File: src/verilog/cpuc_regs.vh
// register map, field positions, reset values and instruction type codes
`ifndef CPUC_REGS_VH
`define CPUC_REGS_VH

// ------------------------------------------------------------
// register byte offsets
// ------------------------------------------------------------
`define CPUC_OFS_DEVCTL  4'h0
`define CPUC_OFS_AUXCTL  4'h4
`define CPUC_OFS_STATUS  4'h8

// ------------------------------------------------------------
// fields
// ------------------------------------------------------------
`define CPUC_DC_DW       2:0
`define CPUC_DC_IW       4:3
`define CPUC_DC_DIV      7
`define CPUC_AX_LONG     0

// ------------------------------------------------------------
// reset values
// ------------------------------------------------------------
`define CPUC_DC_RST      8'h9f
`define CPUC_AX_RST      8'h00

// ------------------------------------------------------------
// instruction timing types
// ------------------------------------------------------------
`define CPUC_TY_2T       3'h0
`define CPUC_TY_PC3      3'h1
`define CPUC_TY_DM       3'h2
`define CPUC_TY_PC4      3'h3
`define CPUC_TY_TWO      3'h4

// ------------------------------------------------------------
// bus responses
// ------------------------------------------------------------
`define CPUC_RESP_OK     2'h0
`define CPUC_RESP_ERR    2'h2

`endif

File: src/verilog/cpuc_timing.v
// cpu timing control: clock divider, t-state sequencer, data bus cycles
`timescale 1ns/100ps
`include "cpuc_regs.vh"

// What this block does
// - divide select one halves clock, else direct
// - reset leaves divide select set, halved clock
// - reset clears cpu clock, rises second edge after
// - clearing divide select switches after instruction end
// - setting it returns after one or two t-states
// - instructions take two to four t-states
// - boundary clock rises at start, falls after address
// - two t-state: address mid first state
// - three t-state control: address mid intermediate state
// - data access: boundary falls end first, strobe mid
// - high byte mid first, low byte muxed
// - write: data on bus at last state, strobe low
// - read: bus floats, read strobe like write
// - long read adds second intermediate, later strobe
// - four t-state control: address mid second intermediate
// - two word instruction runs as two short
// - wait counts from control bits 4:3, 2:0
// - data waits only on data accesses
// - reset gives three, seven waits, long read off
// - instruction wait change delayed unless control type
// - data wait and long read apply immediately
// - waits before last state, counted concurrently
// - data waits are max of data, instruction minus one
module cpuc_timing (
    input  wire        mclk,
    input  wire        nrst,
    input  wire [3:0]  s_axi_awaddr,
    input  wire        s_axi_awvalid,
    output reg         s_axi_awready,
    input  wire [31:0] s_axi_wdata,
    input  wire [3:0]  s_axi_wstrb,
    input  wire        s_axi_wvalid,
    output reg         s_axi_wready,
    output reg  [1:0]  s_axi_bresp,
    output reg         s_axi_bvalid,
    input  wire        s_axi_bready,
    input  wire [3:0]  s_axi_araddr,
    input  wire        s_axi_arvalid,
    output reg         s_axi_arready,
    output reg  [31:0] s_axi_rdata,
    output reg  [1:0]  s_axi_rresp,
    output reg         s_axi_rvalid,
    input  wire        s_axi_rready,
    input  wire [2:0]  instrType,
    input  wire        instrWrite,
    input  wire [15:0] dataAddr,
    input  wire [7:0]  wrData,
    input  wire        jumpTaken,
    input  wire [15:0] jumpAddr,
    output reg         instrDone,
    output reg  [7:0]  rdData,
    output reg         rdValid,
    output reg         cpuClk,
    output reg         instrBoundaryClk,
    output reg  [15:0] instrAddrBus,
    output reg  [7:0]  dataAddrHi,
    output reg         aleOut,
    output reg  [7:0]  adOut,
    output reg         adOeN,
    input  wire [7:0]  adIn,
    output reg         writeN,
    output reg         readN
);
    // ------------------------------------------------------------
    // states
    // ------------------------------------------------------------
    localparam [4:0] S_BOOT = 5'h01;
    localparam [4:0] S_T1   = 5'h02;
    localparam [4:0] S_TX   = 5'h04;
    localparam [4:0] S_TW   = 5'h08;
    localparam [4:0] S_T2   = 5'h10;

    reg  [7:0]  devCtl;
    reg  [7:0]  auxCtl;
    reg         awHeld;
    reg         wHeld;
    reg  [3:0]  awAddr;
    reg  [7:0]  wByte;
    reg         wLane;
    reg  [4:0]  state;
    reg         bootRel;
    reg         divEff;
    reg         ph;
    reg         tPar;
    reg  [1:0]  retCnt;
    reg  [1:0]  iwSnap;
    reg         secondWord;
    reg         curDm;
    reg         curWr;
    reg         curLong;
    reg         addrAtT1;
    reg         firstTx;
    reg  [1:0]  txLeft;
    reg  [2:0]  waitLeft;
    reg  [7:0]  wrLatch;
    wire [7:0]  adSync;

    // ------------------------------------------------------------
    // decode helpers
    // ------------------------------------------------------------
    function isMapped;
        input [3:0] a;
        begin
            isMapped = (a == `CPUC_OFS_DEVCTL) || (a == `CPUC_OFS_AUXCTL)
                    || (a == `CPUC_OFS_STATUS);
        end
    endfunction

    function [31:0] regRead;
        input [3:0] a;
        begin
            case (a)
                `CPUC_OFS_DEVCTL: regRead = {24'h000000, devCtl};
                `CPUC_OFS_AUXCTL: regRead = {24'h000000, auxCtl};
                `CPUC_OFS_STATUS: regRead = {instrAddrBus, 3'h0, state,
                                             7'h00, divEff};
                default:          regRead = 32'h00000000;
            endcase
        end
    endfunction

    // ------------------------------------------------------------
    // next instruction timing figures
    // ------------------------------------------------------------
    wire [2:0] ty   = secondWord ? `CPUC_TY_2T :
                      (instrType == `CPUC_TY_TWO) ? `CPUC_TY_2T :
                      instrType;
    wire       isPc = (ty == `CPUC_TY_PC3) || (ty == `CPUC_TY_PC4);
    wire       isDm = (ty == `CPUC_TY_DM) && !secondWord;
    // control types see the new count at once, others a step late
    wire [1:0] iwUse = isPc ? devCtl[`CPUC_DC_IW] : iwSnap;
    wire       longRd = isDm && !instrWrite
                        && auxCtl[`CPUC_AX_LONG];
    wire [2:0] dw    = devCtl[`CPUC_DC_DW];
    // the extra intermediate state of a long read counts as a data wait
    wire [2:0] dwEff = (longRd && dw != 3'h0) ? dw - 3'h1 :
                       longRd ? 3'h0 : dw;
    wire [2:0] iwM1  = (iwUse == 2'h0) ? 3'h0 :
                       {1'b0, iwUse - 2'h1};
    wire [2:0] waits = isDm ? ((dwEff > iwM1) ? dwEff : iwM1)
                            : {1'b0, iwUse};
    wire [1:0] txN   = (ty == `CPUC_TY_PC3) ? 2'h1 :
                       (ty == `CPUC_TY_PC4) ? 2'h2 :
                       isDm ? (longRd ? 2'h2 : 2'h1) : 2'h0;
    wire       tEnd  = !divEff || ph;
    wire       mid   = !divEff || !ph;
    wire       addrNow = (state == S_T1 && addrAtT1)
                      || (state == S_TX && !curDm && txLeft == 2'h0);
    wire [15:0] nextAddr = jumpTaken ? jumpAddr : instrAddrBus + 16'h0001;

    // ------------------------------------------------------------
    // data bus pin synchroniser
    // ------------------------------------------------------------
    cpuc_sync uSync (
        .mclk   (mclk),
        .nrst   (nrst),
        .pinIn  (adIn),
        .pinOut (adSync)
    );

    // ------------------------------------------------------------
    // axi4-lite write channel
    // ------------------------------------------------------------
    always @(posedge mclk or negedge nrst) begin
        if (!nrst) begin
            s_axi_awready <= 1'b1;
            s_axi_wready  <= 1'b1;
            s_axi_bvalid  <= 1'b0;
            s_axi_bresp   <= `CPUC_RESP_OK;
            awHeld        <= 1'b0;
            wHeld         <= 1'b0;
            awAddr        <= 4'h0;
            wByte         <= 8'h00;
            wLane         <= 1'b0;
            devCtl        <= `CPUC_DC_RST;
            auxCtl        <= `CPUC_AX_RST;
        end else begin
            if (s_axi_awvalid && s_axi_awready) begin
                awAddr        <= s_axi_awaddr;
                awHeld        <= 1'b1;
                s_axi_awready <= 1'b0;
            end
            if (s_axi_wvalid && s_axi_wready) begin
                wByte        <= s_axi_wdata[7:0];
                wLane        <= s_axi_wstrb[0];
                wHeld        <= 1'b1;
                s_axi_wready <= 1'b0;
            end
            // both halves held: store and answer
            if (awHeld && wHeld && !s_axi_bvalid) begin
                s_axi_bvalid <= 1'b1;
                s_axi_bresp  <= isMapped(awAddr) ? `CPUC_RESP_OK
                                                 : `CPUC_RESP_ERR;
                if (wLane && awAddr == `CPUC_OFS_DEVCTL) begin
                    devCtl <= wByte;
                end
                if (wLane && awAddr == `CPUC_OFS_AUXCTL) begin
                    auxCtl <= wByte;
                end
            end
            if (s_axi_bvalid && s_axi_bready) begin
                s_axi_bvalid  <= 1'b0;
                awHeld        <= 1'b0;
                wHeld         <= 1'b0;
                s_axi_awready <= 1'b1;
                s_axi_wready  <= 1'b1;
            end
        end
    end

    // ------------------------------------------------------------
    // axi4-lite read channel
    // ------------------------------------------------------------
    always @(posedge mclk or negedge nrst) begin
        if (!nrst) begin
            s_axi_arready <= 1'b1;
            s_axi_rvalid  <= 1'b0;
            s_axi_rdata   <= 32'h00000000;
            s_axi_rresp   <= `CPUC_RESP_OK;
        end else begin
            if (s_axi_arvalid && s_axi_arready) begin
                s_axi_arready <= 1'b0;
                s_axi_rvalid  <= 1'b1;
                s_axi_rdata   <= regRead(s_axi_araddr);
                s_axi_rresp   <= isMapped(s_axi_araddr) ? `CPUC_RESP_OK
                                                        : `CPUC_RESP_ERR;
            end
            if (s_axi_rvalid && s_axi_rready) begin
                s_axi_rvalid  <= 1'b0;
                s_axi_arready <= 1'b1;
            end
        end
    end

    // ------------------------------------------------------------
    // clock generation and t-state sequencer
    // ------------------------------------------------------------
    always @(posedge mclk or negedge nrst) begin
        if (!nrst) begin
            state            <= S_BOOT;
            bootRel          <= 1'b0;
            cpuClk           <= 1'b0;
            divEff           <= 1'b1;
            ph               <= 1'b0;
            tPar             <= 1'b0;
            retCnt           <= 2'h0;
            iwSnap           <= 2'h3;
            secondWord       <= 1'b0;
            curDm            <= 1'b0;
            curWr            <= 1'b0;
            curLong          <= 1'b0;
            addrAtT1         <= 1'b1;
            firstTx          <= 1'b0;
            txLeft           <= 2'h0;
            waitLeft         <= 3'h0;
            wrLatch          <= 8'h00;
            instrDone        <= 1'b0;
            rdData           <= 8'h00;
            rdValid          <= 1'b0;
            instrBoundaryClk <= 1'b0;
            instrAddrBus     <= 16'h0000;
            dataAddrHi       <= 8'h00;
            aleOut           <= 1'b0;
            adOut            <= 8'h00;
            adOeN            <= 1'b0;
            writeN           <= 1'b1;
            readN            <= 1'b1;
        end else begin
            instrDone <= 1'b0;
            rdValid   <= 1'b0;
            if (state == S_BOOT) begin
                // first edge lifts the clear, second starts t1
                bootRel <= 1'b1;
                if (bootRel) begin
                    cpuClk <= 1'b1;
                    ph     <= 1'b0;
                    state  <= S_T1;
                end
            end else begin
                // halved clock high in first half, else toggles once per t-state
                if (divEff) begin
                    ph     <= ~ph;
                    cpuClk <= ph;
                end else begin
                    cpuClk <= ~cpuClk;
                end
                // mid t-state actions
                if (mid) begin
                    if (addrNow) begin
                        instrAddrBus <= nextAddr;
                    end
                    if (state == S_T1 && curDm) begin
                        aleOut     <= 1'b1;
                        dataAddrHi <= dataAddr[15:8];
                        adOut      <= dataAddr[7:0];
                        adOeN      <= 1'b0;
                    end
                    if (state == S_TX && aleOut) begin
                        aleOut <= 1'b0;
                    end
                    if (state == S_TX && curLong && txLeft == 2'h0) begin
                        readN <= 1'b0;
                    end
                end
                // end of t-state actions
                if (tEnd) begin
                    if (!divEff) begin
                        tPar <= ~tPar;
                    end
                    if (addrNow) begin
                        instrBoundaryClk <= 1'b0;
                    end
                    if (state == S_TX && firstTx && curDm && !curWr) begin
                        adOeN <= 1'b1;
                    end
                    case (state)
                        S_T1: begin
                            firstTx <= 1'b1;
                            if (txLeft != 2'h0) begin
                                txLeft <= txLeft - 2'h1;
                                state  <= S_TX;
                            end else if (waitLeft != 3'h0) begin
                                state <= S_TW;
                            end else begin
                                state <= S_T2;
                            end
                        end
                        S_TX: begin
                            firstTx <= 1'b0;
                            if (txLeft != 2'h0) begin
                                txLeft <= txLeft - 2'h1;
                            end else if (waitLeft != 3'h0) begin
                                state <= S_TW;
                            end else begin
                                state <= S_T2;
                            end
                        end
                        S_TW: begin
                            waitLeft <= waitLeft - 3'h1;
                            if (waitLeft == 3'h1) begin
                                state <= S_T2;
                            end
                        end
                        S_T2: begin
                            state     <= S_T1;
                            instrDone <= 1'b1;
                            writeN    <= 1'b1;
                            readN     <= 1'b1;
                            adOeN     <= 1'b0;
                            if (curDm && !curWr) begin
                                rdData  <= adSync;
                                rdValid <= 1'b1;
                            end
                        end
                        default: begin
                            state <= S_T1;
                        end
                    endcase
                    // entry into the last state
                    if ((state == S_T1 && txLeft == 2'h0 && waitLeft == 3'h0)
                        || (state == S_TX && txLeft == 2'h0
                            && waitLeft == 3'h0)
                        || (state == S_TW && waitLeft == 3'h1)) begin
                        if (curDm && curWr) begin
                            writeN <= 1'b0;
                            adOut  <= wrLatch;
                        end
                        if (curDm && !curWr && !curLong) begin
                            readN <= 1'b0;
                        end
                    end
                    // switch to the undivided clock while it is low
                    if (state == S_T2 && divEff
                        && !devCtl[`CPUC_DC_DIV]) begin
                        divEff <= 1'b0;
                        tPar   <= 1'b0;
                    end
                    // return after one or two t-states, on a low clock
                    // phase so the cpu clock is never stretched high
                    if (state == S_T2 && !divEff && retCnt == 2'h0
                        && devCtl[`CPUC_DC_DIV]) begin
                        retCnt <= tPar ? 2'h2 : 2'h1;
                    end
                    if (retCnt != 2'h0) begin
                        retCnt <= retCnt - 2'h1;
                        if (retCnt == 2'h1) begin
                            divEff <= 1'b1;
                            ph     <= 1'b0;
                            cpuClk <= 1'b1;
                        end
                    end
                end
            end
            // load the next instruction at the start of t1
            if ((state == S_BOOT && bootRel)
                || (state == S_T2 && tEnd)) begin
                instrBoundaryClk <= 1'b1;
                secondWord <= !secondWord
                              && (instrType == `CPUC_TY_TWO);
                iwSnap     <= devCtl[`CPUC_DC_IW];
                curDm      <= isDm;
                curWr      <= instrWrite;
                curLong    <= longRd;
                addrAtT1   <= !isPc;
                txLeft     <= txN;
                waitLeft   <= waits;
                wrLatch    <= wrData;
            end
        end
    end
endmodule // cpuc_timing

File: src/verilog/cpuc_sync.v
// three-stage pin synchroniser with agreement filter
`timescale 1ns/100ps
module cpuc_sync (
    input  wire       mclk,
    input  wire       nrst,
    input  wire [7:0] pinIn,
    output wire [7:0] pinOut
);
    genvar i;
    // ------------------------------------------------------------
    // one filter per bit
    // ------------------------------------------------------------
    generate
        for (i = 0; i < 8; i = i + 1) begin : gBit
            reg s1;
            reg s2;
            reg s3;
            reg q;
            // update only when second and third stage agree
            always @(posedge mclk or negedge nrst) begin
                if (!nrst) begin
                    s1 <= 1'b0;
                    s2 <= 1'b0;
                    s3 <= 1'b0;
                    q  <= 1'b0;
                end else begin
                    s1 <= pinIn[i];
                    s2 <= s1;
                    s3 <= s2;
                    if (s2 == s3) begin
                        q <= s3;
                    end
                end
            end
            // agreed value passes at once, held while stages differ
            assign pinOut[i] = (s2 == s3) ? s3 : q;
        end
    endgenerate
endmodule // cpuc_sync

File: config.mk
export PLATFORM = sky130hd
export DESIGN_NAME = cpuc_timing
export DESIGN_NICKNAME = d
export VERILOG_FILES = /design/src/verilog/cpuc_timing.v /design/src/verilog/cpuc_sync.v
export VERILOG_INCLUDE_DIRS = /design/src /design/src/verilog
export SDC_FILE = /design/constraint.sdc
export NUM_CORES = 1
export LEC_CHECK = 0
export BUFFER_PORTS_ARGS = -buffer_cell sky130_fd_sc_hd__buf_2
export CAP_MARGIN = 20
export CORE_MARGIN = 5
export CORE_UTILIZATION = 40
export CTS_BUF_LIST = sky130_fd_sc_hd__clkbuf_8 sky130_fd_sc_hd__clkbuf_16
export DETAILED_ROUTE_END_ITERATION = 8
export PLACE_DENSITY = 0.74
export SLEW_MARGIN = 20
export SYNTH_ARGS = -nofsm -noshare
export SYNTH_HDL_FRONTEND = slang
export SYNTH_SLANG_ARGS = --single-unit
File: constraint.sdc
create_clock -name mclk -period 2.9 [get_ports mclk]
set_input_delay 0.58 -clock mclk [delete_from_list [all_inputs] [get_ports mclk]]
set_output_delay 0.58 -clock mclk [all_outputs]
set_load 0.01 [all_outputs]
==> flow_metrics.tcl <==
set metrics [dict create \
    drv_slew 0 \
    num_vias 5746 \
    cts_tree "yes" \
    dieHeight_um 150 \
    fill_cells 1770 \
    total_power_uw 9020 \
    wl_per_cell_um 16.0 \
    htree_levels 4 \
    layout-drive-gt1-share 0.340 \
    yosysTopAreaCellShare 0.522 \
    powerDensity_nw_per_um2 950 \
    start_util 0.404 \
    syn_inst 667 \
    seq_area_um2 4500 \
    viasPerCell 5.18 \
    fmax_mhz 383 \
    seq_power_share 0.441 \
    reg2reg_slack_ns 0.29 \
    antenna_found_initial 2 \
    drtIter0Drc 252 \
    worstPathMaxFanout 5 \
    syn_area_um2 7810 \
    cts-buffers-inserted 17 \
    multiInputGateArea_um2 3060 \
    tns_ns 0 \
    setup.worst_path.end_class "flop" \
    hold_class "input pin to asynchronous set/reset pin" \
    clockBufferDepth 2 \
    clock_sinks 179 \
    required_ns 3.20 \
    grt_pass1_vias 5725 \
    leakagePower_uw 0.00451 \
    synth.most_common_cell "dfrtp_1" \
    reg2reg_depth 9 \
    placed_cell_area_um2 8920 \
    design_area_um2 9500 \
    row_count 51 \
    ys_seq_area_frac 0.576 \
    core_area_um2 19300 \
    status "complete, no violations" \
    fin_skew_ns 0.0130 \
    ys_types 70 \
    ys_ff_latch 179 \
    wirelength_mm 17.8 \
    finalCritPeriodShare 0.899 \
    synth-edff-count 0 \
    avgSynthCellArea_um2 11.7 \
    fin_crit_ns 2.61 \
    whs_ns 0.139 \
    clkSlewWorstSetupHoldPaths_ns 0.07 \
    synth_common_cells "dfrtp_1, nand2_1, mux2_2, o21ai_0, nor2_1" \
    rsz0062_at_grt "false" \
    nNetsFinal 947 \
    grt_pass1_wl_mm 29.2 \
    criticalPathCategory "flop to flop" \
    r2r_start "secondWord$_DFFE_PN0N_" \
    final_cell_count_no_fill 1110 \
    root_buffer "clkbuf_16" \
    antenna_left 0 \
    ir_drop_mv 0.457 \
    worst_pin_slew_ns 0.704 \
    gp_congestion 0.849 \
    cp.arrival_ns 2.91 \
    diodes 0 \
    swShare 0.350 \
    top_register "s_axi_rdata" \
    largest_reg_flops 29 \
    p_clk_frac 0.252 \
    yosysWarnings 0 \
    netSwitchingPower_uw 3160 \
    rr_endpoint "waitLeft[1]$_DFFE_PN0P_" \
    ios 193 \
    grt_max_degree 65 \
    post_cts_buffers 0 \
    startpoint "secondWord$_DFFE_PN0N_" \
    globalRoute.totalOverflow 0 \
    yosys.area.top_type "dfrtp_1" \
    cts_hold_buf 0 \
    maxSlewHeadroom 0.530 \
    dp_hpwl_mm 12.8 \
    ys.flop_type "dfrtp_1" \
    cp-start-kind "flop" \
    synthTopCellsByArea "dfrtp_1, mux2_2, dfstp_2, nand2_1, a22o_1" \
    dp.cells 1078 \
    power.internal_uw 5870 \
    die_w_um 150 \
    maxCapViolations 0 \
    drcViolationCount 0 \
    async_flop_share 1.00 \
    area_growth_pct 21.5 \
    largestRegisters "s_axi_rdata x29, instrAddrBus x16" \
    port_buffers 160 \
    setup_viol 0 \
    grt_use_total 0.162 \
    hold_viol 0 \
    drt_pass1_iterations 6 \
    clk_latency_ns 0.43 \
    dieArea_um2 22400 \
    ctsResizeCount 0 \
    combPwrFrac 0.307 \
]
[cells in the final DEF, fill, tap and decap left out, types with 10 or more instances in the layout]
master / count
inv_1: 22
ha_1: 11
a21oi_1: 22
nor2_1: 27
dfrtp_1: 163
o21ai_0: 32
clkbuf_16: 17
dfstp_2: 16
nand3_1: 10
a22o_1: 25
o21ai_1: 18
buf_2: 159
nand2_1: 77
nor3_1: 16
buf_4: 16
mux2_2: 42
mux2i_1: 17
[area by class of cell]
type | count | share of cell area
inverters | 22 | 0.00869
well taps | 265 | 0.0349
repair buffers | 177 | 0.0997
multi-input cells | 435 | 0.322
clock buffers | 17 | 0.0448
clock inverters | 15 | 0.0162
flip-flops and latches | 179 | 0.474
[routing by layer]
metal  track usage  routed length [um]
met2         0.262                8500
met4        0.0476                 248
met3        0.0403                1110
met5             0                  25
met1         0.219                7910
[kinds of logic after synthesis]
logic type	Yosys count	share of synthesized area
other	1	0.000480
adder cells (fa/ha/maj)	19	0.0279
XOR/XNOR	4	0.00448
AND/OR/NAND/NOR	194	0.132
flip-flops	179	0.576
AO/OA/AOI/OAI	147	0.131
buffers and inverters	57	0.0357
multiplexers	66	0.0929
[stage by stage]
step / utilization / setup slack, ns
6_report: 0.491 / 0.292
5_1_grt: 0.491 / 0.0610
4_1_cts: 0.491 / 0.300
3_5_place_dp: 0.461 / 0.0870
3_3_place_gp: 0.461 / 0.159
2_1_floorplan: - / 0.256
[critical path, stage by stage (launching register included)]
cell and delay [ns]:
dfrtp_1 0.45, nor4b_4 0.35, nand2_2 0.12, mux2_4 0.32, ha_1 0.31, nor2b_1 0.14, o21ai_0 0.22, nand3_1 0.15
and3_1 0.21, o31a_1 0.23
[worst max-delay path by stage]
stage | end | slack (ns)
floorplan | waitLeft[1]$_DFFE_PN0P_ | 0.26
global placement | waitLeft[1]$_DFFE_PN0P_ | 0.16
detailed placement | waitLeft[1]$_DFFE_PN0P_ | 0.09
CTS | waitLeft[1]$_DFFE_PN0P_ | 0.30
global route | waitLeft[1]$_DFFE_PN0P_ | 0.06
finish | waitLeft[1]$_DFFE_PN0P_ | 0.29
[power by group through the flow]
| stage | sequential [uW] | combinational, uW | clock, uW |
|---|---|---|---|
| floorplan | 3950 | 1830 | 0 |
| global placement | 3970 | 2710 | 0 |
| detailed placement | 4010 | 2790 | 0 |
| CTS | 3970 | 2810 | 2330 |
| global route | 4100 | 3100 | 2440 |
| finish | 3980 | 2770 | 2270 |
No activity file was read; power rests on OpenSTA's default activity.
